## src/design/sdmc_defs.svh

```systemverilog
// constants of the stepper and dc motor control logic: timing, register map, fields
`ifndef SDMC_DEFS_SVH
`define SDMC_DEFS_SVH

// clock and timing figures
`define SDMC_CLK_FREQ_KHZ     100000
`define SDMC_CLK_PERIOD_NS    10
`define SDMC_WAKE_TIME_MS     1
`define SDMC_DEAD_TIME_NS     200
`define SDMC_CHOP_DIV         16

// register byte addresses
`define SDMC_ADDR_CTRL        8'h00
`define SDMC_ADDR_STATUS      8'h04

// control register fields and reset value
`define SDMC_CTRL_DC_LSB      0
`define SDMC_CTRL_LOCK_BIT    2
`define SDMC_CTRL_RESET       3'h0

// status register fields
`define SDMC_STAT_POS1_LSB    0
`define SDMC_STAT_POS2_LSB    4
`define SDMC_STAT_FAULT_BIT   8
`define SDMC_STAT_AWAKE_BIT   9
`define SDMC_STAT_DECAY_LSB   10
`define SDMC_STAT_MASK_LSB    12

// electrical angle in sixteenths of a cycle
`define SDMC_POS_INIT         4'h2
`define SDMC_INC_FULL         4'h4
`define SDMC_INC_HALF         4'h2
`define SDMC_INC_QUARTER      4'h1

// digital blanking lengths in reference clock periods
`define SDMC_BLANK_DIGITAL    3'h4
`define SDMC_BLANK_NONE       3'h0

// bus answers
`define SDMC_RESP_OKAY        2'h0
`define SDMC_RESP_SLVERR      2'h2

`endif

```

## src/design/sdmc_pkg.sv

```systemverilog
// types shared by the motor control logic
package sdmc_pkg;

	// command to one half-bridge leg
	typedef struct packed {
		logic drive;   // leg conducts
		logic high;    // high side when set, low side otherwise
	} sdmc_leg_cmd_t;

	// pins of one channel pair
	typedef struct packed {
		logic stepPulse;
		logic outputOn;
		logic rotationDir;
		logic resolutionSel0;
		logic resolutionSel1;
		logic blankDecaySel;
	} sdmc_pair_pins_t;

	// state of one h-bridge
	typedef enum logic [3:0] {
		BR_OFF   = 4'h1,
		BR_FWD   = 4'h2,
		BR_REV   = 4'h4,
		BR_BRAKE = 4'h8
	} sdmc_bridge_t;

	// dead time sequencer of one leg
	typedef enum logic [1:0] {
		LEG_DEAD  = 2'h1,
		LEG_DRIVE = 2'h2
	} sdmc_leg_state_t;

	// chopper phase of one bridge
	typedef enum logic [2:0] {
		CH_IDLE  = 3'h1,
		CH_ON    = 3'h2,
		CH_DECAY = 3'h4
	} sdmc_chop_state_t;

endpackage

```

## src/design/sdmc_top.sv

```systemverilog
// control logic of the dual h-bridge pair motor driver with register access
//
// The AXI4-Lite slave port and the register offsets were left to the implementer.
`timescale 1ns/1ps
`include "sdmc_defs.svh"
module sdmc_top #(
	parameter int WAKE_CYCLES = `SDMC_WAKE_TIME_MS * `SDMC_CLK_FREQ_KHZ,
	parameter int DEAD_CYCLES = (`SDMC_DEAD_TIME_NS + `SDMC_CLK_PERIOD_NS - 1)
	                            / `SDMC_CLK_PERIOD_NS,
	parameter int CHOP_DIV    = `SDMC_CHOP_DIV
) (
	// clock and reset
	input  wire logic                       clk,
	input  wire logic                       rst_n,
	// axi4-lite write address and data
	input  wire logic [7:0]                 awaddr,
	input  wire logic [2:0]                 awprot,
	input  wire logic                       awvalid,
	output logic                            awready,
	input  wire logic [31:0]                wdata,
	input  wire logic [3:0]                 wstrb,
	input  wire logic                       wvalid,
	output logic                            wready,
	// axi4-lite write response
	output logic [1:0]                      bresp,
	output logic                            bvalid,
	input  wire logic                       bready,
	// axi4-lite read
	input  wire logic [7:0]                 araddr,
	input  wire logic [2:0]                 arprot,
	input  wire logic                       arvalid,
	output logic                            arready,
	output logic [31:0]                     rdata,
	output logic [1:0]                      rresp,
	output logic                            rvalid,
	input  wire logic                       rready,
	// control pins, index 0 is the first pair
	input  wire sdmc_pkg::sdmc_pair_pins_t [1:0] pairPins,
	input  wire logic [3:0]                 senseTrip,
	input  wire logic                       chopperRefClock,
	input  wire logic                       wakeRequest,
	input  wire logic                       thermalShutdown,
	input  wire logic                       overcurrentDetect,
	// gate drives, leg 2b is bridge b positive, 2b+1 negative
	output logic [7:0]                      hiGate,
	output logic [7:0]                      loGate,
	// chopper and position status to the analog stage
	output logic [3:0]                      senseMask,
	output logic [3:0]                      decaying,
	output logic [1:0]                      mixedDecay37,
	output logic [1:0]                      positionMonitorOut,
	// open-drain fault pin
	output logic                            faultOut,
	output logic                            faultOe
);

	localparam int WW = $clog2(WAKE_CYCLES + 1);
	localparam int DW = $clog2(CHOP_DIV + 1);

	if (WAKE_CYCLES < 1 || CHOP_DIV < 2) begin : g_badParam
		$error("sdmc_top needs a wake count of one and a divider of two or more");
	end

	// synchronised pins
	logic [19:0]               pinsS;      // accepted pin levels
	sdmc_pkg::sdmc_pair_pins_t pairS [2];  // per pair pins after sync
	logic [3:0]                tripS;      // current sense comparators
	logic                      oscS;       // chopper reference clock level
	logic                      wakeS;      // low-power request released
	logic                      faultS;     // thermal or overcurrent error

	sdmc_pin_sync #(
		.WIDTH(20)
	) u_sync (
		.clk      (clk),
		.rst_n    (rst_n),
		.asyncIn  ({thermalShutdown, overcurrentDetect, wakeRequest, chopperRefClock,
		            senseTrip, pairPins}),
		.stableOut(pinsS)
	);

	// unpack the accepted levels
	assign pairS[0] = pinsS[5:0];
	assign pairS[1] = pinsS[11:6];
	assign tripS    = pinsS[15:12];
	assign oscS     = pinsS[16];
	assign wakeS    = pinsS[17];
	assign faultS   = pinsS[19] | pinsS[18];

	// registers, bus side
	logic [2:0]  ctrl_q;     // drive mode bits and lock
	logic        awHave_q;   // write address held
	logic [7:0]  awAddr_q;   // held write address
	logic        wHave_q;    // write data held
	logic [31:0] wData_q;    // held write data
	logic [3:0]  wStrb_q;    // held byte enables
	logic        bvalid_q;   // write answer pending
	logic [1:0]  bresp_q;    // write answer code
	logic        rvalid_q;   // read answer pending
	logic [31:0] rdata_q;    // read answer data
	logic [1:0]  rresp_q;    // read answer code
	logic [31:0] statusWord; // live status view

	// bus decode
	wire       doWrite  = awHave_q & wHave_q & ~bvalid_q;
	wire       wrCtrl   = (awAddr_q == `SDMC_ADDR_CTRL);
	wire       rdCtrl   = (araddr == `SDMC_ADDR_CTRL);
	wire       rdStatus = (araddr == `SDMC_ADDR_STATUS);
	wire       arTake   = arvalid & ~rvalid_q;
	wire [1:0] dcMode   = ctrl_q[`SDMC_CTRL_DC_LSB +: 2];
	wire       modeLock = ctrl_q[`SDMC_CTRL_LOCK_BIT];

	assign awready = ~awHave_q & ~bvalid_q;
	assign wready  = ~wHave_q & ~bvalid_q;
	assign arready = ~rvalid_q;
	assign bvalid  = bvalid_q;
	assign bresp   = bresp_q;
	assign rvalid  = rvalid_q;
	assign rdata   = rdata_q;
	assign rresp   = rresp_q;

	// write channel: address and data held in either order, answer after both
	always_ff @(posedge clk) begin
		if (!rst_n) begin
			awHave_q <= 1'b0;
			awAddr_q <= 8'h00;
			wHave_q  <= 1'b0;
			wData_q  <= 32'h0000_0000;
			wStrb_q  <= 4'h0;
			bvalid_q <= 1'b0;
			bresp_q  <= `SDMC_RESP_OKAY;
		end else begin
			if (awvalid && awready) begin
				awHave_q <= 1'b1;
				awAddr_q <= awaddr;
			end
			if (wvalid && wready) begin
				wHave_q <= 1'b1;
				wData_q <= wdata;
				wStrb_q <= wstrb;
			end
			if (doWrite) begin
				awHave_q <= 1'b0;
				wHave_q  <= 1'b0;
				bvalid_q <= 1'b1;
				bresp_q  <= wrCtrl ? `SDMC_RESP_OKAY : `SDMC_RESP_SLVERR;
			end else if (bvalid_q && bready) begin
				bvalid_q <= 1'b0;
			end
		end
	end

	// drive mode register, frozen once the lock bit is set
	always_ff @(posedge clk) begin
		if (!rst_n) begin
			ctrl_q <= `SDMC_CTRL_RESET;
		end else if (doWrite && wrCtrl && wStrb_q[0] && !modeLock) begin
			ctrl_q <= wData_q[2:0];
		end
	end

	// read channel: one cycle to the answer
	always_ff @(posedge clk) begin
		if (!rst_n) begin
			rvalid_q <= 1'b0;
			rdata_q  <= 32'h0000_0000;
			rresp_q  <= `SDMC_RESP_OKAY;
		end else if (arTake) begin
			rvalid_q <= 1'b1;
			rdata_q  <= rdCtrl ? {29'h0, ctrl_q} : (rdStatus ? statusWord : 32'h0000_0000);
			rresp_q  <= (rdCtrl || rdStatus) ? `SDMC_RESP_OKAY : `SDMC_RESP_SLVERR;
		end else if (rvalid_q && rready) begin
			rvalid_q <= 1'b0;
		end
	end

	// sleep and wake sequencing
	logic [WW-1:0] wakeCnt_q; // cycles since wake request
	logic          awake_q;   // logic in normal operation
	wire           runRst = !rst_n || !awake_q; // core state held at its reset values

	// low request stops the core; wake completes inside the limit
	always_ff @(posedge clk) begin
		if (!rst_n || !wakeS) begin
			wakeCnt_q <= '0;
			awake_q   <= 1'b0;
		end else if (!awake_q) begin
			if (wakeCnt_q == WW'(WAKE_CYCLES - 1)) begin
				awake_q <= 1'b1;
			end else begin
				wakeCnt_q <= wakeCnt_q + WW'(1);
			end
		end
	end

	// chopper reference edges and on-phase divider
	logic          oscPrev_q; // reference level one cycle ago
	logic [DW-1:0] oscDiv_q;  // reference periods in the chopper period
	wire           oscRise   = oscS & ~oscPrev_q;
	wire           chopStart = oscRise & (oscDiv_q == '0);

	// divider of the reference into chopper periods
	always_ff @(posedge clk) begin
		if (runRst) begin
			oscPrev_q <= 1'b0;
			oscDiv_q  <= '0;
		end else begin
			oscPrev_q <= oscS;
			if (oscRise) begin
				oscDiv_q <= (oscDiv_q == DW'(CHOP_DIV - 1)) ? '0 : oscDiv_q + DW'(1);
			end
		end
	end

	// per pair position, direction and output decode
	sdmc_pkg::sdmc_bridge_t bridgeSt [4]; // requested state of each bridge
	logic [3:0]             posQ [2];     // electrical angle per pair
	logic [1:0]             mixed37;      // decay choice per pair
	logic [3:0]             maskVec;      // blanking active per bridge
	logic [3:0]             decayVec;     // decay phase per bridge

	for (genvar p = 0; p < 2; p++) begin : g_pair
		sdmc_pkg::sdmc_pair_pins_t pn;
		logic [3:0]                pos_q;    // angle in sixteenths of a cycle
		logic                      stepPrev_q; // step level one cycle ago
		logic                      enPrev_q;   // enable level one cycle ago
		logic                      pol_q;      // polarity caught at enable rise
		logic [3:0]                inc;        // step size for the resolution
		logic                      aPos, aNeg, bPos, bNeg;
		sdmc_pkg::sdmc_bridge_t    stepA, stepB, dcSt;

		assign pn   = pairS[p];
		wire stepRise = pn.stepPulse & ~stepPrev_q;
		wire enRise   = pn.outputOn & ~enPrev_q;
		wire holdInit = ~pn.resolutionSel0 & ~pn.resolutionSel1;

		// step size from the resolution selects
		assign inc = !pn.resolutionSel0 ? `SDMC_INC_HALF :
		             (pn.resolutionSel1 ? `SDMC_INC_QUARTER : `SDMC_INC_FULL);

		// angle counter, modulo one electrical cycle by the 4-bit width
		always_ff @(posedge clk) begin
			if (runRst) begin
				pos_q      <= `SDMC_POS_INIT;
				stepPrev_q <= 1'b0;
				enPrev_q   <= 1'b0;
				pol_q      <= 1'b1;
			end else begin
				stepPrev_q <= pn.stepPulse;
				enPrev_q   <= pn.outputOn;
				if (enRise) begin
					pol_q <= pn.rotationDir;
				end
				if (holdInit) begin
					pos_q <= `SDMC_POS_INIT;
				end else if (stepRise) begin
					pos_q <= pn.rotationDir ? pos_q + inc : pos_q - inc;
				end
			end
		end

		// coil signs from the angle
		assign aPos = (pos_q >= 4'hd) || (pos_q <= 4'h3);
		assign aNeg = (pos_q >= 4'h5) && (pos_q <= 4'hb);
		assign bPos = (pos_q >= 4'h1) && (pos_q <= 4'h7);
		assign bNeg = (pos_q >= 4'h9);

		// stepping decode: enable low is off, never brake
		assign stepA = !pn.outputOn ? sdmc_pkg::BR_OFF :
		               ((pol_q ? aPos : aNeg) ? sdmc_pkg::BR_FWD :
		               ((pol_q ? aNeg : aPos) ? sdmc_pkg::BR_REV : sdmc_pkg::BR_OFF));
		assign stepB = !pn.outputOn ? sdmc_pkg::BR_OFF :
		               ((pol_q ? bPos : bNeg) ? sdmc_pkg::BR_FWD :
		               ((pol_q ? bNeg : bPos) ? sdmc_pkg::BR_REV : sdmc_pkg::BR_OFF));

		// brushed decode: enable is the pwm and brake input
		assign dcSt = holdInit ? sdmc_pkg::BR_OFF :
		              (pn.resolutionSel0 && pn.resolutionSel1) ? sdmc_pkg::BR_BRAKE :
		              !pn.outputOn ? sdmc_pkg::BR_BRAKE :
		              (pn.resolutionSel0 ? sdmc_pkg::BR_FWD : sdmc_pkg::BR_REV);

		// fault or sleep forces both bridges off
		assign bridgeSt[2*p]   = (faultS || !awake_q) ? sdmc_pkg::BR_OFF :
		                         (dcMode[p] ? dcSt : stepA);
		assign bridgeSt[2*p+1] = (faultS || !awake_q) ? sdmc_pkg::BR_OFF :
		                         (dcMode[p] ? dcSt : stepB);

		// decay choice: limiter decay forces 37.5 percent
		wire pairDecay = decayVec[2*p] | decayVec[2*p+1];
		assign mixed37[p] = dcMode[p] ? pairDecay :
		                    (~pn.blankDecaySel | pairDecay);
		assign posQ[p] = pos_q;
	end

	// chopper phase and digital blanking per bridge
	for (genvar b = 0; b < 4; b++) begin : g_chop
		sdmc_pkg::sdmc_chop_state_t st_q;   // chopper phase
		logic [2:0]                 blank_q; // reference periods since on-phase start
		wire active = (bridgeSt[b] == sdmc_pkg::BR_FWD) || (bridgeSt[b] == sdmc_pkg::BR_REV);
		wire [2:0] target = (dcMode[b/2] && pairS[b/2].blankDecaySel) ?
		                    `SDMC_BLANK_DIGITAL : `SDMC_BLANK_NONE;
		wire masked = (blank_q < target);

		// on-phase with trips masked until blanking ends, then decay
		always_ff @(posedge clk) begin
			if (runRst) begin
				st_q    <= sdmc_pkg::CH_IDLE;
				blank_q <= 3'h0;
			end else begin
				case (st_q)
					sdmc_pkg::CH_IDLE: begin
						if (active && chopStart) begin
							st_q    <= sdmc_pkg::CH_ON;
							blank_q <= 3'h0;
						end
					end
					sdmc_pkg::CH_ON: begin
						if (!active) begin
							st_q <= sdmc_pkg::CH_IDLE;
						end else if (chopStart) begin
							blank_q <= 3'h0;
						end else if (masked) begin
							if (oscRise) begin
								blank_q <= blank_q + 3'h1;
							end
						end else if (tripS[b]) begin
							st_q <= sdmc_pkg::CH_DECAY;
						end
					end
					sdmc_pkg::CH_DECAY: begin
						if (!active) begin
							st_q <= sdmc_pkg::CH_IDLE;
						end else if (chopStart) begin
							st_q    <= sdmc_pkg::CH_ON;
							blank_q <= 3'h0;
						end
					end
					default: begin
						st_q <= sdmc_pkg::CH_IDLE;
					end
				endcase
			end
		end

		assign maskVec[b]  = (st_q == sdmc_pkg::CH_ON) & masked;
		assign decayVec[b] = (st_q == sdmc_pkg::CH_DECAY);
	end

	// leg commands with dead time
	for (genvar l = 0; l < 8; l++) begin : g_leg
		sdmc_pkg::sdmc_bridge_t  bs;
		sdmc_pkg::sdmc_leg_cmd_t lc;
		assign bs       = bridgeSt[l/2];
		assign lc.drive = (bs != sdmc_pkg::BR_OFF);
		assign lc.high  = (l % 2 == 0) ? (bs == sdmc_pkg::BR_FWD) : (bs == sdmc_pkg::BR_REV);

		sdmc_leg_drive #(
			.DEAD_CYCLES(DEAD_CYCLES)
		) u_leg (
			.clk   (clk),
			.rst_n (rst_n),
			.cmd   (lc),
			.hiGate(hiGate[l]),
			.loGate(loGate[l])
		);
	end

	// registered status outputs
	logic [3:0] maskOut_q;  // blanking flags
	logic [3:0] decayOut_q; // decay flags
	logic [1:0] mixOut_q;   // decay choice
	logic [1:0] monOut_q;   // angle at its initial position
	logic       fault_q;    // error seen

	always_ff @(posedge clk) begin
		if (!rst_n) begin
			maskOut_q  <= 4'h0;
			decayOut_q <= 4'h0;
			mixOut_q   <= 2'h0;
			monOut_q   <= 2'h0;
			fault_q    <= 1'b0;
		end else begin
			maskOut_q  <= maskVec;
			decayOut_q <= decayVec;
			mixOut_q   <= mixed37;
			monOut_q   <= {posQ[1] == `SDMC_POS_INIT, posQ[0] == `SDMC_POS_INIT};
			fault_q    <= faultS;
		end
	end

	assign senseMask          = maskOut_q;
	assign decaying           = decayOut_q;
	assign mixedDecay37       = mixOut_q;
	assign positionMonitorOut = monOut_q;

	// open drain: only ever pulls low, during reset or on error
	assign faultOut = 1'b0;
	assign faultOe  = !rst_n | fault_q;

	// status view for the bus
	always_comb begin
		statusWord = 32'h0000_0000;
		statusWord[`SDMC_STAT_POS1_LSB +: 4]  = posQ[0];
		statusWord[`SDMC_STAT_POS2_LSB +: 4]  = posQ[1];
		statusWord[`SDMC_STAT_FAULT_BIT]      = fault_q;
		statusWord[`SDMC_STAT_AWAKE_BIT]      = awake_q;
		statusWord[`SDMC_STAT_DECAY_LSB +: 2] = mixOut_q;
		statusWord[`SDMC_STAT_MASK_LSB +: 4]  = maskOut_q;
	end

endmodule

```

## src/design/sdmc_pin_sync.sv

```systemverilog
// three-stage synchroniser for pin inputs with agreement filter
`timescale 1ns/1ps
module sdmc_pin_sync #(
	parameter int WIDTH = 8
) (
	// clock and reset
	input  wire logic             clk,
	input  wire logic             rst_n,
	// pins and filtered levels
	input  wire logic [WIDTH-1:0] asyncIn,
	output logic      [WIDTH-1:0] stableOut
);

	if (WIDTH < 1) begin : g_badWidth
		$error("sdmc_pin_sync needs at least one bit");
	end

	for (genvar i = 0; i < WIDTH; i++) begin : g_bit
		logic s1_q;  // first stage, read only by the second
		logic s2_q;  // second stage
		logic s3_q;  // third stage
		logic out_q; // accepted level
		// change is taken once second and third stages agree
		always_ff @(posedge clk) begin
			if (!rst_n) begin
				s1_q  <= 1'b0;
				s2_q  <= 1'b0;
				s3_q  <= 1'b0;
				out_q <= 1'b0;
			end else begin
				s1_q <= asyncIn[i];
				s2_q <= s1_q;
				s3_q <= s2_q;
				if (s2_q == s3_q) begin
					out_q <= s3_q;
				end
			end
		end
		assign stableOut[i] = out_q;
	end

endmodule

```

## src/design/sdmc_leg_drive.sv

```systemverilog
// one half-bridge leg with dead time inserted on every change
`timescale 1ns/1ps
module sdmc_leg_drive #(
	parameter int DEAD_CYCLES = 20
) (
	// clock and reset
	input  wire logic                  clk,
	input  wire logic                  rst_n,
	// requested leg state
	input  wire sdmc_pkg::sdmc_leg_cmd_t cmd,
	// gate drives
	output logic                       hiGate,
	output logic                       loGate
);

	localparam int CW = $clog2(DEAD_CYCLES + 1);

	if (DEAD_CYCLES < 1) begin : g_badDead
		$error("sdmc_leg_drive needs a dead time of one cycle or more");
	end

	sdmc_pkg::sdmc_leg_state_t state_q;   // sequencer state
	sdmc_pkg::sdmc_leg_cmd_t   applied_q; // command being settled or driven
	logic [CW-1:0]             cnt_q;     // dead time counter
	logic                      hi_q;      // high gate flop
	logic                      lo_q;      // low gate flop

	// decode of the applied command
	wire changed = (cmd != applied_q);
	wire hiNext  = applied_q.drive & applied_q.high;
	wire loNext  = applied_q.drive & ~applied_q.high;
	wire deadEnd = (cnt_q == CW'(DEAD_CYCLES - 1));

	// both gates off for the dead time before any new state
	always_ff @(posedge clk) begin
		if (!rst_n) begin
			state_q   <= sdmc_pkg::LEG_DEAD;
			applied_q <= '0;
			cnt_q     <= '0;
			hi_q      <= 1'b0;
			lo_q      <= 1'b0;
		end else begin
			case (state_q)
				sdmc_pkg::LEG_DRIVE: begin
					if (changed) begin
						state_q   <= sdmc_pkg::LEG_DEAD;
						applied_q <= cmd;
						cnt_q     <= '0;
						hi_q      <= 1'b0;
						lo_q      <= 1'b0;
					end
				end
				sdmc_pkg::LEG_DEAD: begin
					if (changed) begin
						applied_q <= cmd;
						cnt_q     <= '0;
					end else if (deadEnd) begin
						state_q <= sdmc_pkg::LEG_DRIVE;
						hi_q    <= hiNext;
						lo_q    <= loNext;
					end else begin
						cnt_q <= cnt_q + CW'(1);
					end
				end
				default: begin
					state_q <= sdmc_pkg::LEG_DEAD;
					hi_q    <= 1'b0;
					lo_q    <= 1'b0;
				end
			endcase
		end
	end

	assign hiGate = hi_q;
	assign loGate = lo_q;

endmodule

```

## config.mk

```make
export PLATFORM = sky130hd
export DESIGN_NAME = sdmc_top
export DESIGN_NICKNAME = d
export VERILOG_FILES = /design/src/design/sdmc_pkg.sv /design/src/design/sdmc_top.sv /design/src/design/sdmc_pin_sync.sv /design/src/design/sdmc_leg_drive.sv
export VERILOG_INCLUDE_DIRS = /design/src /design/src/design
export SDC_FILE = /design/constraint.sdc
export NUM_CORES = 1
export LEC_CHECK = 0
export BUFFER_PORTS_ARGS = -buffer_cell sky130_fd_sc_hd__buf_2
export CAP_MARGIN = 40
export CELL_PAD_IN_SITES_DETAIL_PLACEMENT = 1
export CELL_PAD_IN_SITES_GLOBAL_PLACEMENT = 1
export CORE_MARGIN = 2
export CORE_UTILIZATION = 48
export DETAILED_ROUTE_END_ITERATION = 12
export MAX_ROUTING_LAYER = met4
export PLACE_DENSITY = 0.87
export SLEW_MARGIN = 40
export SYNTH_ARGS = -nofsm -noshare
export SYNTH_HDL_FRONTEND = slang
export SYNTH_HIERARCHICAL = 1
export SYNTH_SLANG_ARGS = --single-unit
```

## constraint.sdc

```tcl
create_clock -name clk -period 5.2 [get_ports clk]
set_input_delay 1.04 -clock clk [delete_from_list [all_inputs] [get_ports clk]]
set_output_delay 1.04 -clock clk [all_outputs]
set_load 0.02 [all_outputs]
```

==> results summary <==
The flow ran to the end, and the final reports show no timing, DRC or antenna violations. The all-layer global routing usage came out at between 20 and 25%. Once placement completed, the tool counted placed cells totaling about 1700. In the routed design, unresolved DRC markers number 0. Detailed placement finished with a half-perimeter wire length of approximately 21 mm. By count the netlist is led by dfxtp_1 (280), nand2_1 (127), and2_1 (79). The class of the tightest hold or removal check is reg -> reg. The deepest level of the CTS H-tree is 1. The synthesized design devotes to its leading area cell type 44.0% of total area. The via count of the first global-routing pass is ~10000. The total internal power came out at roughly 3.5 mW. Registers take 5610 sq um. The worst IR drop on VDD is 0.253 mV. Per report_power, the combinational group accounts for ~4.0% of the total. The worst setup path is captured at a register.

The count of standard-cell rows is around 60. For the final routed database, the setup TNS stands at 0 ps. Each instance of the synthesized netlist takes up on average just over 9 sq um.

The number of synthesized flops with an enable pin came out at 0. The final cell count without fillers is around 1800. The number of primary I/O pins is ~160.

The top achievable clock speed came out at between 300 and 400 MHz. The count of hold buffers inserted by post-cts repair came out at 0. The leakage power came out at a little under 6 nW. After clock tree synthesis, the clock-pin slew on the worst setup and hold paths is about 60 ps.

The total of warnings raised by yosys came out at 6. The total die area came out at roughly 28000 sq um. The cell count after synthesis came out at 1374. The clock network power share is approximately 47%. The wire length after detailed routing came out at roughly 31 mm. The violation count after the first detailed-routing iteration came out at 550. Setup violations remaining at the end of the flow were counted as 0. The average wire length per cell after detail routing is between 15 and 20 um.

The cell area that synthesis handed to floorplanning was around 13000 sq um. The data required time at the worst endpoint came out at about 5700 ps. The max-cap check violation count came out at 0. The combined area of the multi-input logic cells is 6600 sq um. For this run the aggregate overflow at the end of global routing stands at 0. The number of buffers inserted by post-CTS setup repair came out at 0. The sequential share of power came out at between 40 and 50%.

The power per cell area is approximately 320 nW/um^2. The count of clock tree sinks came out at 280. In this run the worst path has a maximum fanout of 11. The clock tree from TritonCTS is built. The first-pass GRT wire length is roughly 52 mm.

The count of input and output buffers is between 90 and 100. After the last flow step, the layout net total stands at approximately 1600. The post-layout minimum cycle time is 3170 ps. The per-cell via count in the routed design came out at 5.68. The slew at the pin closest to its max-slew limit is roughly 770 ps. The worst max-slew margin expressed relative to the limit came out at 47.8%.

The largest net degree at the start of global routing is roughly 180. The later pin in the worst-skew pair is clocked with a latency of ~570 ps. STA classifies the critical path startpoint as a register. The post-route clock skew is 12.4 ps. Clock tree synthesis selected as its root buffer the cell clkbuf_16. The initial antenna violation count came out at 1. The synthesized design contains 280 register bits. Ranked by total cell area, the synthesized netlist is headed by dfxtp_1 (44%), and2_1 (3.9%), nand2_1 (3.7%), ha_1 (3.6%), mux2i_1 (3.1%).

The floorplan step set the die height to about 170 um. The x dimension of the die is roughly 170 um. The layout overhead on the synthesized area came out at 12.4%.

Once the floorplan was initialized, standard cells occupied between 40 and 50% of the core. The number of endpoints with negative hold slack in the final report is 0. The data arrival time at the worst-slack endpoint came out at between 3000 and 4000 ps. Routability-driven placement finished with a final weighted congestion of ~0.81. The layout filler cell count came out at 2997. The max-slew violation total from the final report is 0. The count of vias placed by the detailed router came out at a little over 10000. The most common cell in the netlist is dfxtp_1. The most instantiated flip-flop cell in the synthesis netlist is dfxtp_1. The cell accounting for the most synthesized area is dfxtp_1. The antenna violation net count after detailed routing is 0. The setup path with the least slack is of type reg -> reg.

The placeable core region is 26100 sq um. Of the synthesized area, sequential elements account for 44.0%. The iteration count of the initial detailed-routing pass is 4. Of all flip-flops after synthesis, the portion carrying an async set or reset was 0%. The number of gates resized after CTS came out at 0. The post-synthesis cell type count is 72. The switching part of the total power is a little under a quarter. The maximum buffer depth of the clock tree came out at 3. The total clock buffers created by CTS came out at 29. Setup repair after global routing left no endpoint under its margin. The worst path uses between 60% and 70% of the clock period. The power spent charging and discharging nets is ~1.0 mW. The post-route netlist has around 13% of its cells at a drive strength greater than 1.
## power by group through the flow
stage | Sequential (mW) | Combinational (mW) | Clock (mW)
CTS | 2.23 | 0.184 | 2.18
global placement | 2.27 | 0.171 | 0
finish | 2.23 | 0.183 | 2.13
floorplan | 2.27 | 0.135 | 0
global route | 2.23 | 0.206 | 2.26
detailed placement | 2.27 | 0.181 | 0
## flip-flops by register name, summed over array words and instances (netlist names), 12 cells and up
| register | count |
|---|---|
| u_sync/g_bit.s1_q | 20 |
| g_chop.blank_q | 12 |
| g_leg.u_leg/cnt_q | 40 |
| rdata | 16 |
| g_leg.u_leg/applied_q | 16 |
| wakeCnt_q | 17 |
| u_sync/g_bit.s2_q | 20 |
| u_sync/g_bit.out_q | 20 |
| u_sync/g_bit.s3_q | 20 |
| g_leg.u_leg/state_q | 16 |
| g_chop.st_q | 12 |
## logic make-up (layout without fill, tap and decap cells)
logic type / count (synthesis) / count (layout) / synth area share, %
buffers and inverters: 129 / 196 / 5.12
xor gates and xnor gates: 47 / 47 / 3.23
and+or+nand+nor: 562 / 562 / 25.0
DFF: 280 / 280 / 44.0
other: 1 / 20 / 0.0294
adders and majority gates: 39 / 39 / 3.95
AOI/OAI and AO/OA: 272 / 272 / 15.1
muxes: 44 / 44 / 3.50
## final timing paths
check	depth (start not counted)	slack, ps	to	from
max reg2reg	8	2030	g_leg[1].u_leg/cnt_q[4]	awake_q
min	1	440	u_sync/g_bit[17].s2_q	u_sync/g_bit[17].s1_q
max	8	2030	g_leg[1].u_leg/cnt_q[4]	awake_q
min reg2reg	1	440	u_sync/g_bit[17].s2_q	u_sync/g_bit[17].s1_q
## layer usage
layer | wire, um | global-route usage, % | vias up
met3 | 998 | 2.69 | 60
met1 | 13800 | 27.2 | 5013
met5 | 0 | - | -
met4 | 780 | 6.63 | 0
li1 | - | - | 4939
met2 | 15700 | 39.4 | 177
## critical path, cell delays in order, from the launching register on
cell     delay, ps
dfxtp_1        580
inv_1          180
nor3_1         670
nand2_1        180
nor3b_1        440
xnor2_1        220
and2_1         250
o21a_2         240
a211o_1        280
## per-stage QoR
step / worst slack, ps / util (%) / hold slack (ps) / cell area (sq um) / power (mW)
after detailed placement: 1920 / 51.1 / 425 / 13300 / 2.45
after floorplan: 2660 / - / 412 / 12800 / 2.40
after global placement: 2040 / 50.9 / 415 / 13300 / 2.44
after global routing: 1870 / 54.9 / 449 / 14300 / 4.70
final: 2030 / 54.9 / 436 / 14300 / 4.54
after CTS: 2040 / 54.9 / 439 / 14300 / 4.59
## layout by cell type, fill, tap and decap left out, types with 13 or more instances in the layout
master / synthesis / final
a211o_1: 20 / 20
a21boi_0: 25 / 25
a21o_1: 22 / 22
a21oi_1: 54 / 54
a22oi_1: 16 / 16
a32o_1: 17 / 17
and2_1: 79 / 79
and3_1: 24 / 24
and3b_1: 18 / 18
buf_2: 15 / 97
clkbuf_16: 0 / 29
conb_1: 1 / 19
dfxtp_1: 280 / 280
ha_1: 37 / 37
inv_1: 42 / 42
mux2i_1: 40 / 40
nand2_1: 127 / 127
nand2b_1: 14 / 13
nand3_1: 28 / 28
nand4_1: 31 / 31
nor2_1: 61 / 61
nor2b_1: 62 / 62
nor3_1: 36 / 36
o21ai_0: 39 / 39
xnor2_1: 23 / 23
xor2_1: 24 / 24
## layout make-up
class,instances,area share (%)
Inverter,42,1.10
Clock buffer,39,5.96
Sequential cell,280,39.2
Antenna cell,1,0.0175
Multi-Input combinational cell,983,46.1
Timing Repair Buffer,101,3.69
Tap cell,335,2.93
Clock inverter,14,1.02
Note: power is estimated with default switching activity, not from simulation.
